<file path="src/verilog/div_inc_defs.svh">
`ifndef DIV_INC_DEFS_SVH
`define DIV_INC_DEFS_SVH

// opcodes
`define OPC_FRACTIONAL_DIVIDE_OP_FRAC      8'h03
`define OPC_INTEGER_DIVIDE_OP_INT       8'h02
`define OPC_INC_ACC_A      8'h4c
`define OPC_INC_ACC_B      8'h5c
`define OPC_INC_EXT        8'h7c
`define OPC_INC_IDX        8'h6c
`define OPC_PREFIX_Y       8'h18
`define OPC_SP_BUMP        8'h31

// bus and datapath constants
`define IDLE_ADDR          16'hffff
`define ALL_ONES_16        16'hffff
`define OVF_INC_VALUE      8'h7f

// divide: cycles 3..41 are idle reads, 39 of them
`define DIV_IDLE_CYCLES    6'd39

// condition code bit positions (s x h i n z v c)
`define CCR_C_BIT          0
`define CCR_V_BIT          1
`define CCR_Z_BIT          2
`define CCR_N_BIT          3

`endif

</file>
<file path="src/verilog/div_inc_pkg.sv">
package div_inc_pkg;

  typedef enum logic [11:0] {
    ST_FETCH   = 12'h001,
    ST_NEXT    = 12'h002,
    ST_PREFIX  = 12'h004,
    ST_ADDR_HI = 12'h008,
    ST_ADDR_LO = 12'h010,
    ST_OFFSET  = 12'h020,
    ST_IDX_GAP = 12'h040,
    ST_RD_OPND = 12'h080,
    ST_MOD_GAP = 12'h100,
    ST_WR_BACK = 12'h200,
    ST_DIV_RUN = 12'h400,
    ST_SP_RD   = 12'h800
  } exec_state_t;

  typedef enum logic [2:0] {
    OP_NONE = 3'h0,
    OP_FRACTIONAL_DIVIDE_OP = 3'h1,
    OP_INTEGER_DIVIDE_OP = 3'h2,
    OP_INCM = 3'h3,
    OP_INSP = 3'h4
  } op_kind_t;

  // memory bus cycle as driven by the block
  typedef struct packed {
    logic [15:0] addr;
    logic [7:0]  wdata;
    logic        rw;
  } bus_cycle_t;

  // programmer-visible registers
  typedef struct packed {
    logic [7:0]  acc_a;
    logic [7:0]  acc_b;
    logic [15:0] index_reg_x;
    logic [15:0] index_reg_y;
    logic [15:0] stack_pointer;
    logic [7:0]  condition_code_reg;
  } cpu_regs_t;

endpackage : div_inc_pkg

</file>
<file path="src/verilog/divide_and_increment_execution.sv">
`timescale 1ns/100ps
`default_nettype none
`include "div_inc_defs.svh"

module divide_and_increment_execution
  import div_inc_pkg::*;
(
  // clock and reset
  input  wire logic        clk_sys,
  input  wire logic        sys_rst,
  // instruction start from the sequencer
  input  wire logic        start,
  input  wire logic [15:0] op_addr,
  input  wire cpu_regs_t   regs_in,
  // memory bus
  input  wire logic [7:0]  rdata,
  output logic             bus_valid,
  output bus_cycle_t       bus_out,
  // results
  output logic             busy,
  output logic             done,
  output logic             illegal,
  output cpu_regs_t        regs_out
);

  exec_state_t state_reg;
  op_kind_t    kind_reg;
  logic        pre_y_reg;
  logic [15:0] pc_reg;
  logic [15:0] ea_reg;
  logic [7:0]  opnd_reg;
  logic [5:0]  cnt_reg;
  cpu_regs_t   work_reg;

  // divide datapath: 32 by 16 divide and remainder computed combinationally with / and %
  logic [31:0] num_frac;
  logic [31:0] num_int;
  logic [31:0] q_frac;
  logic [31:0] q_int;
  logic [15:0] r_frac;
  logic [15:0] r_int;
  logic [15:0] d_val;
  logic [15:0] x_val;
  logic        x_zero;
  logic        frac_ovf;

  assign d_val    = {work_reg.acc_a, work_reg.acc_b};
  assign x_val    = work_reg.index_reg_x;
  assign x_zero   = (x_val == 16'h0000);
  assign frac_ovf = (x_val <= d_val);
  assign num_frac = {d_val, 16'h0000};
  assign num_int  = {16'h0000, d_val};
  assign q_frac   = x_zero ? 32'h0000_0000 : num_frac / {16'h0000, x_val};
  assign q_int    = x_zero ? 32'h0000_0000 : num_int / {16'h0000, x_val};
  assign r_frac   = x_zero ? d_val : 16'(num_frac % {16'h0000, x_val});
  assign r_int    = x_zero ? d_val : 16'(num_int % {16'h0000, x_val});

  // add-one datapath
  logic [7:0] inc_src;
  logic [7:0] inc_res;
  logic [7:0] cc_inc;

  always_comb begin
    inc_src = opnd_reg;
    inc_res = inc_src + 8'h01;
    cc_inc  = work_reg.condition_code_reg;
    cc_inc[`CCR_N_BIT] = inc_res[7];
    cc_inc[`CCR_Z_BIT] = (inc_res == 8'h00);
    cc_inc[`CCR_V_BIT] = (inc_src == `OVF_INC_VALUE);
  end

  // accumulator form of add-one: result goes to a register, not memory
  logic        acc_form_reg;
  logic        acc_b_sel_reg;

  always_ff @(posedge clk_sys) begin
    if (sys_rst) begin
      acc_form_reg  <= 1'b0;
      acc_b_sel_reg <= 1'b0;
    end else if (state_reg == ST_PREFIX) begin
      acc_form_reg  <= (rdata == `OPC_INC_ACC_A) || (rdata == `OPC_INC_ACC_B);
      acc_b_sel_reg <= (rdata == `OPC_INC_ACC_B);
    end
  end

  // sequencer
  always_ff @(posedge clk_sys) begin
    if (sys_rst) begin
      state_reg <= ST_FETCH;
      kind_reg  <= OP_NONE;
      pre_y_reg <= 1'b0;
      pc_reg    <= 16'h0000;
      ea_reg    <= 16'h0000;
      opnd_reg  <= 8'h00;
      cnt_reg   <= 6'd0;
      work_reg  <= '0;
      busy      <= 1'b0;
      done      <= 1'b0;
      illegal   <= 1'b0;
      regs_out  <= '0;
      bus_valid <= 1'b0;
      bus_out   <= '{addr: 16'h0000, wdata: 8'h00, rw: 1'b1};
    end else begin
      done    <= 1'b0;
      illegal <= 1'b0;
      unique case (state_reg)
        ST_FETCH: begin
          bus_valid <= 1'b0;
          if (start && !busy) begin
            busy      <= 1'b1;
            work_reg  <= regs_in;
            pc_reg    <= op_addr;
            pre_y_reg <= 1'b0;
            bus_valid <= 1'b1;
            bus_out   <= '{addr: op_addr, wdata: 8'h00, rw: 1'b1};
            state_reg <= ST_PREFIX;
          end
        end
        ST_PREFIX: begin
          // opcode byte returned for the fetch just issued
          pc_reg  <= pc_reg + 16'h0001;
          bus_out <= '{addr: pc_reg + 16'h0001, wdata: 8'h00, rw: 1'b1};
          unique case (rdata)
            `OPC_FRACTIONAL_DIVIDE_OP_FRAC: begin
              kind_reg  <= OP_FRACTIONAL_DIVIDE_OP;
              state_reg <= ST_NEXT;
            end
            `OPC_INTEGER_DIVIDE_OP_INT: begin
              kind_reg  <= OP_INTEGER_DIVIDE_OP;
              state_reg <= ST_NEXT;
            end
            `OPC_INC_ACC_A, `OPC_INC_ACC_B: begin
              kind_reg  <= OP_INCM;
              opnd_reg  <= (rdata == `OPC_INC_ACC_A) ? work_reg.acc_a : work_reg.acc_b;
              ea_reg    <= {8'h00, rdata};
              state_reg <= ST_NEXT;
            end
            `OPC_INC_EXT: begin
              kind_reg  <= OP_INCM;
              state_reg <= ST_ADDR_HI;
            end
            `OPC_INC_IDX: begin
              kind_reg  <= OP_INCM;
              state_reg <= ST_OFFSET;
            end
            `OPC_PREFIX_Y: begin
              if (pre_y_reg) begin
                illegal   <= 1'b1;
                state_reg <= ST_MOD_GAP;
                kind_reg  <= OP_NONE;
              end else begin
                pre_y_reg <= 1'b1;
              end
            end
            `OPC_SP_BUMP: begin
              kind_reg  <= OP_INSP;
              state_reg <= ST_NEXT;
            end
            default: begin
              illegal   <= 1'b1;
              kind_reg  <= OP_NONE;
              state_reg <= ST_MOD_GAP;
            end
          endcase
          // prefix must be followed by the indexed opcode only
          if (pre_y_reg && rdata != `OPC_INC_IDX) begin
            illegal   <= 1'b1;
            kind_reg  <= OP_NONE;
            state_reg <= ST_MOD_GAP;
          end
        end
        ST_NEXT: begin
          // cycle 2 (read of op + 1) is on the bus now
          if (kind_reg == OP_INSP) begin
            bus_out   <= '{addr: work_reg.stack_pointer, wdata: 8'h00, rw: 1'b1};
            state_reg <= ST_SP_RD;
          end else if (kind_reg == OP_INCM) begin
            bus_valid <= 1'b0;
            state_reg <= ST_WR_BACK;
          end else begin
            bus_out   <= '{addr: `IDLE_ADDR, wdata: 8'h00, rw: 1'b1};
            cnt_reg   <= `DIV_IDLE_CYCLES;
            state_reg <= ST_DIV_RUN;
          end
        end
        ST_DIV_RUN: begin
          cnt_reg <= cnt_reg - 6'd1;
          if (cnt_reg == 6'd1) begin
            bus_valid <= 1'b0;
            work_reg.condition_code_reg[`CCR_C_BIT] <= x_zero;
            if (kind_reg == OP_FRACTIONAL_DIVIDE_OP) begin
              work_reg.index_reg_x <= (x_zero || frac_ovf) ? `ALL_ONES_16
                                                           : q_frac[15:0];
              {work_reg.acc_a, work_reg.acc_b} <= r_frac;
              work_reg.condition_code_reg[`CCR_Z_BIT] <=
                (!(x_zero || frac_ovf) && q_frac[15:0] == 16'h0000);
              work_reg.condition_code_reg[`CCR_V_BIT] <= frac_ovf;
            end else begin
              work_reg.index_reg_x <= x_zero ? `ALL_ONES_16 : q_int[15:0];
              {work_reg.acc_a, work_reg.acc_b} <= r_int;
              work_reg.condition_code_reg[`CCR_Z_BIT] <=
                (!x_zero && q_int[15:0] == 16'h0000);
              work_reg.condition_code_reg[`CCR_V_BIT] <= 1'b0;
            end
            state_reg <= ST_WR_BACK;
          end
        end
        ST_SP_RD: begin
          bus_valid <= 1'b0;
          work_reg.stack_pointer <= work_reg.stack_pointer + 16'h0001;
          state_reg <= ST_WR_BACK;
        end
        ST_ADDR_HI: begin
          // rdata is hh; issue op + 2
          ea_reg[15:8] <= rdata;
          pc_reg       <= pc_reg + 16'h0001;
          bus_out      <= '{addr: pc_reg + 16'h0001, wdata: 8'h00, rw: 1'b1};
          state_reg    <= ST_ADDR_LO;
        end
        ST_ADDR_LO: begin
          ea_reg[7:0] <= rdata;
          bus_out     <= '{addr: {ea_reg[15:8], rdata}, wdata: 8'h00, rw: 1'b1};
          state_reg   <= ST_RD_OPND;
        end
        ST_OFFSET: begin
          // rdata is ff; one idle read before the operand read
          ea_reg    <= (pre_y_reg ? work_reg.index_reg_y : work_reg.index_reg_x)
                       + {8'h00, rdata};
          bus_out   <= '{addr: `IDLE_ADDR, wdata: 8'h00, rw: 1'b1};
          state_reg <= ST_IDX_GAP;
        end
        ST_IDX_GAP: begin
          bus_out   <= '{addr: ea_reg, wdata: 8'h00, rw: 1'b1};
          state_reg <= ST_RD_OPND;
        end
        ST_RD_OPND: begin
          opnd_reg  <= rdata;
          bus_out   <= '{addr: `IDLE_ADDR, wdata: 8'h00, rw: 1'b1};
          state_reg <= ST_MOD_GAP;
        end
        ST_MOD_GAP: begin
          if (kind_reg == OP_INCM) begin
            bus_out   <= '{addr: ea_reg, wdata: inc_res, rw: 1'b0};
            work_reg.condition_code_reg <= cc_inc;
            state_reg <= ST_WR_BACK;
          end else begin
            bus_valid <= 1'b0;
            state_reg <= ST_WR_BACK;
          end
        end
        ST_WR_BACK: begin
          // final cycle over: publish registers
          bus_valid <= 1'b0;
          bus_out   <= '{addr: 16'h0000, wdata: 8'h00, rw: 1'b1};
          busy      <= 1'b0;
          done      <= 1'b1;
          if (kind_reg == OP_INCM && acc_form_reg) begin
            // accumulator form: result written to register only
            if (!acc_b_sel_reg) begin
              regs_out <= '{acc_a: inc_res, acc_b: work_reg.acc_b,
                            index_reg_x: work_reg.index_reg_x,
                            index_reg_y: work_reg.index_reg_y,
                            stack_pointer: work_reg.stack_pointer,
                            condition_code_reg: cc_inc};
            end else begin
              regs_out <= '{acc_a: work_reg.acc_a, acc_b: inc_res,
                            index_reg_x: work_reg.index_reg_x,
                            index_reg_y: work_reg.index_reg_y,
                            stack_pointer: work_reg.stack_pointer,
                            condition_code_reg: cc_inc};
            end
          end else begin
            regs_out <= work_reg;
          end
          state_reg <= ST_FETCH;
        end
        default: state_reg <= ST_FETCH;
      endcase
    end
  end

endmodule : divide_and_increment_execution
`default_nettype wire
</file>
<file path="config.mk">
export PLATFORM = sky130hd
export DESIGN_NAME = divide_and_increment_execution
export DESIGN_NICKNAME = d
export VERILOG_FILES = /design/src/verilog/div_inc_pkg.sv /design/src/verilog/divide_and_increment_execution.sv
export VERILOG_INCLUDE_DIRS = /design/src /design/src/verilog
export SDC_FILE = /design/constraint.sdc
export NUM_CORES = 2
export LEC_CHECK = 0
export BUFFER_PORTS_ARGS = -buffer_cell sky130_fd_sc_hd__buf_2
export CORE_AREA = 2 2 347 349
export CTS_BUF_LIST = sky130_fd_sc_hd__clkbuf_4 sky130_fd_sc_hd__clkbuf_8
export DETAILED_ROUTE_END_ITERATION = 6
export DIE_AREA = 0 0 349 351
export GPL_TIMING_DRIVEN = 0
export PLACE_DENSITY = 0.85
export SLEW_MARGIN = 20
export SYNTH_ARGS = -nofsm -noshare
export SYNTH_HDL_FRONTEND = slang
export SYNTH_SLANG_ARGS = --single-unit
</file>
<file path="constraint.sdc">
create_clock -name clk_sys -period 120.2 [get_ports clk_sys]
set_input_delay 0 -clock clk_sys [delete_from_list [all_inputs] [get_ports clk_sys]]
set_output_delay 0 -clock clk_sys [all_outputs]
set_load 0.02 [all_outputs]
</file>
# After elaboration in Yosys (flattened, before gate mapping)
# Cells that the tools add are included.
dict set report op_classes {
  n_addsub 5
  div 4
  order_cmp 1
  eq_ne 39
  mux 61
  n_bitwise 2
  n_reduce_logical 56
}
# op n
set ops {}
lappend ops {{two-way mux 72 bit} 3}
lappend ops {{one-hot mux 25 bit (8 select lines)} 1}
lappend ops {{two-way mux 16 bit} 9}
lappend ops {{one-hot mux 12 bit (9 select lines)} 1}
lappend ops {{two-way mux 25 bit} 4}
lappend ops {{two-way mux 32 bit} 2}
lappend ops {{one-hot mux 16 bit (2 select lines)} 2}
lappend ops {{one-hot mux 32 bit (2 select lines)} 1}
lappend ops {{two-way mux 12 bit} 5}
lappend ops {{logical NOT 16 bit} 3}
lappend ops {{one-hot mux 12 bit (4 select lines)} 1}
lappend ops {{one-hot mux 8 bit (3 select lines)} 2}
lappend ops {{== test 8 x 7 -> 1 bit (second input constant)} 5}
lappend ops {{adder 16 x 1 -> 16 bit (second input constant)} 2}
lappend ops {{divider 16 x 16 -> 32 bit} 1}
lappend ops {{divider 32 x 16 -> 32 bit} 1}
lappend ops {{remainder unit 16 x 16 -> 32 bit} 1}
lappend ops {{remainder unit 32 x 16 -> 32 bit} 1}
lappend ops {{AND reduction 3 bit} 6}
lappend ops {{adder 16 x 8 -> 16 bit} 1}
lappend ops {{== test 8 x 2 -> 1 bit (second input constant)} 2}
lappend ops {{<= comparator 16 bit} 1}
lappend ops {{two-way mux 8 bit} 2}
lappend ops {{!= test 2 bit (second input constant)} 8}
lappend ops {{53 further kinds} 103}
dict set report totals {
  reg_bits 237
  input_bits 99
  out_inout_bits 101
  wordCells 200
}

# Logic depth before layout (Yosys ltp)
dict set report logic_depth {
  word_depth 7
  depth_mapped 529
  ltp_nobuf 490
}

# Worst setup path after synthesis
# No wires, ideal clock.
dict set report synth_timing {
  path_kind {flip-flop to flip-flop}
  start {register work_reg (netlist bit x_val[0])}
  end {register work_reg (netlist bit d_val[6])}
  setup_time_ps 134
  arrival_ps 101563
  required_ps 120066
  slack_ps 18502
  stages_incl_launch_ff 511
  n_path_buf 42
  period_less_slack_ps 101698
  path_cell_list {dfxtp_1 -> inv_1 -> clkbuf_8 -> clkbuf_1 -> ha_1 -> and2_1 -> nor2_1 -> ha_1 -> o21ai_0 -> nor2b_1 -> or3_1 -> nand2_1 -> ha_1 -> o21a_1 -> o21a_1 -> o21ai_2 -> mux2i_1 -> ha_1 -> [475 not listed] -> a21oi_1 -> o21bai_1 -> a21oi_1 -> nor2b_1 -> o21ai_0 -> nand2b_1 -> a41o_1 -> a21o_1 -> a21oi_1 -> nand2_1 -> nand4b_1 -> nor3_1 -> o211ai_1 -> a211oi_2 -> nand2_1 -> buf_2 -> a311oi_1 -> a211oi_1}
}
dict set report synth_between {
  elab_chain_cells 5
  word_cells_on_any_way 10
  cone_classes {div (2); eq/ne (1); mux (5); reduce/logical (2)}
}
# element line
set synth_lines {}
lappend synth_lines {{from (decl)} divide_and_increment_execution.sv:33} ;# cpu_regs_t work_reg;
lappend synth_lines {{from (signal assigned)} divide_and_increment_execution.sv:111} ;# work_reg <= regs_in;
lappend synth_lines {{remainder unit 32 x 16 -> 32 bit / remainder unit 16 x 16 -> 32 bit (equally long branches)} {divide_and_increment_execution.sv:55, divide_and_increment_execution.sv:56}}
lappend synth_lines {{two-way mux 16 bit (on tied branches)} {divide_and_increment_execution.sv:55, divide_and_increment_execution.sv:56}}
lappend synth_lines {{two-way mux 32 bit} divide_and_increment_execution.sv:191} ;# if (kind_reg == OP_FRACTIONAL_DIVIDE_OP) begin
lappend synth_lines {{two-way mux 32 bit} divide_and_increment_execution.sv:188} ;# if (cnt_reg == 6'd1) begin
lappend synth_lines {{one-hot mux 32 bit (2 select lines)} divide_and_increment_execution.sv:106} ;# unique case (state_reg)
# Several ways; a longest one is shown, not always the timed one. The select of a mux whose other input is x is not followed.
# A chain may end at the register's enable or synchronous reset.

# Worst setup path in the final report
dict set report layout_timing {
  start {register work_reg (netlist bit x_val[0])}
  end {register work_reg (netlist bit d_val[9])}
}
# Same word-level chain as after synthesis.

==> flow_metrics.tcl <==
set metrics [dict create \
    worstPathRequired_ns 120.59 \
    grt_max_degree 62 \
    top_usage_layer "met2" \
    vias_per_cell 6.958 \
    post-route-period-util_pct 94.35 \
    antenna_found_initial 13 \
    critPathLaunchType "flip-flop" \
    cts_max_level 2 \
    startpoint "x_val[0]$_SDFFE_PP0P_" \
    worst_pin_slew_ns 1.238 \
    grt_use_met2_pct 70.20 \
    crit_fanout 33 \
    start_util_pct 66.26 \
    nNetsFinal 12810 \
    ys.warnings.count 0 \
    clkSinkCount 237 \
    drv_cap 0 \
    drt_first_pass_iters 6 \
    cts_tree "yes" \
    largest_reg_flops 72 \
    async_reset_ff_share_pct 0 \
    track_usage_pct 42.78 \
    postSynthCellCount 11150 \
    synth_top_area_cell "ha_1" \
    cts-root-buf "clkbuf_8" \
    clk_pin_slew_worst_paths_ns 0.06 \
    skew_ns 0.03105 \
    core.rowCount 127 \
    status "completed" \
    grt_pass1_vias 85300 \
    synth.avg_cell_area_um2 7.072 \
    r2r-start "x_val[0]$_SDFFE_PP0P_" \
    min_period_ns 113.41 \
    final_common_cell "ha_1" \
    met3_usage_pct 7.504 \
    synth_area_leaders "ha_1 19%, o21a_1 6.9%, dfxtp_1 6.0%" \
    drtIter0Drc 8576 \
    ys_ff_latch 237 \
    areaGrowthSynthToFinish_pct 7.250 \
    cts_buffers 38 \
    clock_path_buffers 3 \
    via_count 91130 \
    maxSlewHeadroom_pct 17.49 \
    fp.dieW_um 349 \
    hp-start "regs_in[65]" \
    hold_viol 0 \
    wirelength_mm 277.8 \
    synth_edf_count 0 \
    cp.arrival_ns 113.80 \
    die_area_um2 122500 \
    drc_errors 0 \
    end_kind "flip-flop" \
    setup_viol_count_final 0 \
    final_area_um2 84580 \
    met1_usage_pct 53.06 \
    wl_per_cell_um 21.21 \
    drv_slew 0 \
    max_freq_ghz 0.008818 \
    die_h_um 351 \
    clk_latency_ns 0.57 \
    synth_top_area_share_pct 18.90 \
    mostFrequentLayoutCells "1191 x ha_1, 1115 x nand2_1, 1082 x nor2_1" \
    place_congestion 1.010 \
    grt_pass1_wl_mm 436.7 \
    grt_overflow_total 0 \
    core-area_um2 119000 \
    worst_path_max_delay_cell "dfxtp_4" \
    io_buffers 199 \
    pin_count 200 \
    syn_area_um2 78860 \
    path_class "reg -> reg" \
    cp_slowest_stage_delay_ns 0.55 \
    ys_seq_area_share_pct 6.016 \
    crit_top_cell "o21a_1" \
    dp_hpwl_mm 219.1 \
    antenna_left 0 \
    layout-drive-gt1-share_pct 10.28 \
    synth_flop_cell "dfxtp_1" \
    synth_cell_type_count 167 \
    post_dp_cell_area_um2 82430 \
    holdCritPathClass "in -> reg" \
]
cell usage after synthesis, drive strengths merged, types with 42 or more instances:
cell    count
or3        94
a221oi     46
a21boi     56
a211oi    150
o21a      727
a31oi     124
nand4     147
mux2      278
o211ai     98
nor2b      75
and2      112
buf       107
nor4       90
clkbuf    278
nor2     1097
o21bai     52
nand2b    142
nor3      763
o21ai     627
dfxtp     237
or2       148
a21oi     810
nand2    1121
nand3     246
or4        42
inv       298
o31ai     293
a21o      281
and3       86
ha       1191
mux2i     115
xnor2     311
xor2      177
through the flow:
step	std cells	setup WS [ns]	hold slack [ns]	setup TNS [ns]	utilization, %
2_1_floorplan	11170	18.50	0.1360	0	-
5_1_grt	13090	-0.06916	0.04503	-0.06916	71.05
4_1_cts	13090	1.974	0.004973	0	70.74
6_report	13100	6.790	0.01400	0	71.07
3_3_place_gp	12910	1.680	0.2454	0	68.77
3_5_place_dp	12940	2.380	0.2532	0	69.26
layer usage:
metal | vias to the layer above | routed length (um) | part of all wire (%)
met4 | 14 | 16570 | 6.0
met1 | 42670 | 112200 | 40
met5 | - | 105 | 0.038
met3 | 1010 | 27030 | 9.7
met2 | 4305 | 121900 | 44
li1 | 43130 | - | -
path summary, 6_finish.rpt:
check	to	slack, ns	depth (start not counted)
setup / recovery	d_val[9]$_SDFFE_PP0P_	6.79	512
hold / removal	d_val[9]$_SDFFE_PP0P_	0.01	5
setup reg to reg	d_val[9]$_SDFFE_PP0P_	6.79	512
hold reg to reg	regs_out[15]$_SDFFE_PP0P_	0.45	2
layout make-up:
type	count	area, um^2
tap	1548	1937
inverter	299	1190
clock buffer	55	700.7
timing repair buffer	313	2382
buffer	383	1893
sequential	237	4748
fill	10200	34440
clock inverter	11	207.7
multi-input combinational	10240	71500
antenna	7	17.52
cells by family after synthesis:
logic type      after synthesis  synth area share, %
xor+xnor                    488                5.458
buf+inv                     686                3.776
simple gates               4349                27.00
fa+ha+maj                  1197                19.01
mux                         393                5.469
compound gates             3801                33.27
flops                       237                6.016
other cells                   1             0.004755
repair_timing:
| action | in CTS | in global routing |
|---|---|---|
| hold buffers | 85 | 0 |
| setup endpoints to repair | 0 | 19 |
| hold endpoints to repair | 104 | 0 |
| buffers inserted | 0 | 7 |
| resized for setup | 0 | 142 |
worst max-delay path: cells and delay by family, from the launching register on:
kind / cells / cell delay (ns)
compound gates: 338 / 70.46
fa+ha+maj: 32 / 9.94
buf+inv: 49 / 12.63
flops: 1 / 0.55
mux: 12 / 3.55
simple gates: 81 / 15.82
Power is left out: the tool's default activity adds up to more than one toggle a clock period on the data nets, which glitch-free logic cannot reach.
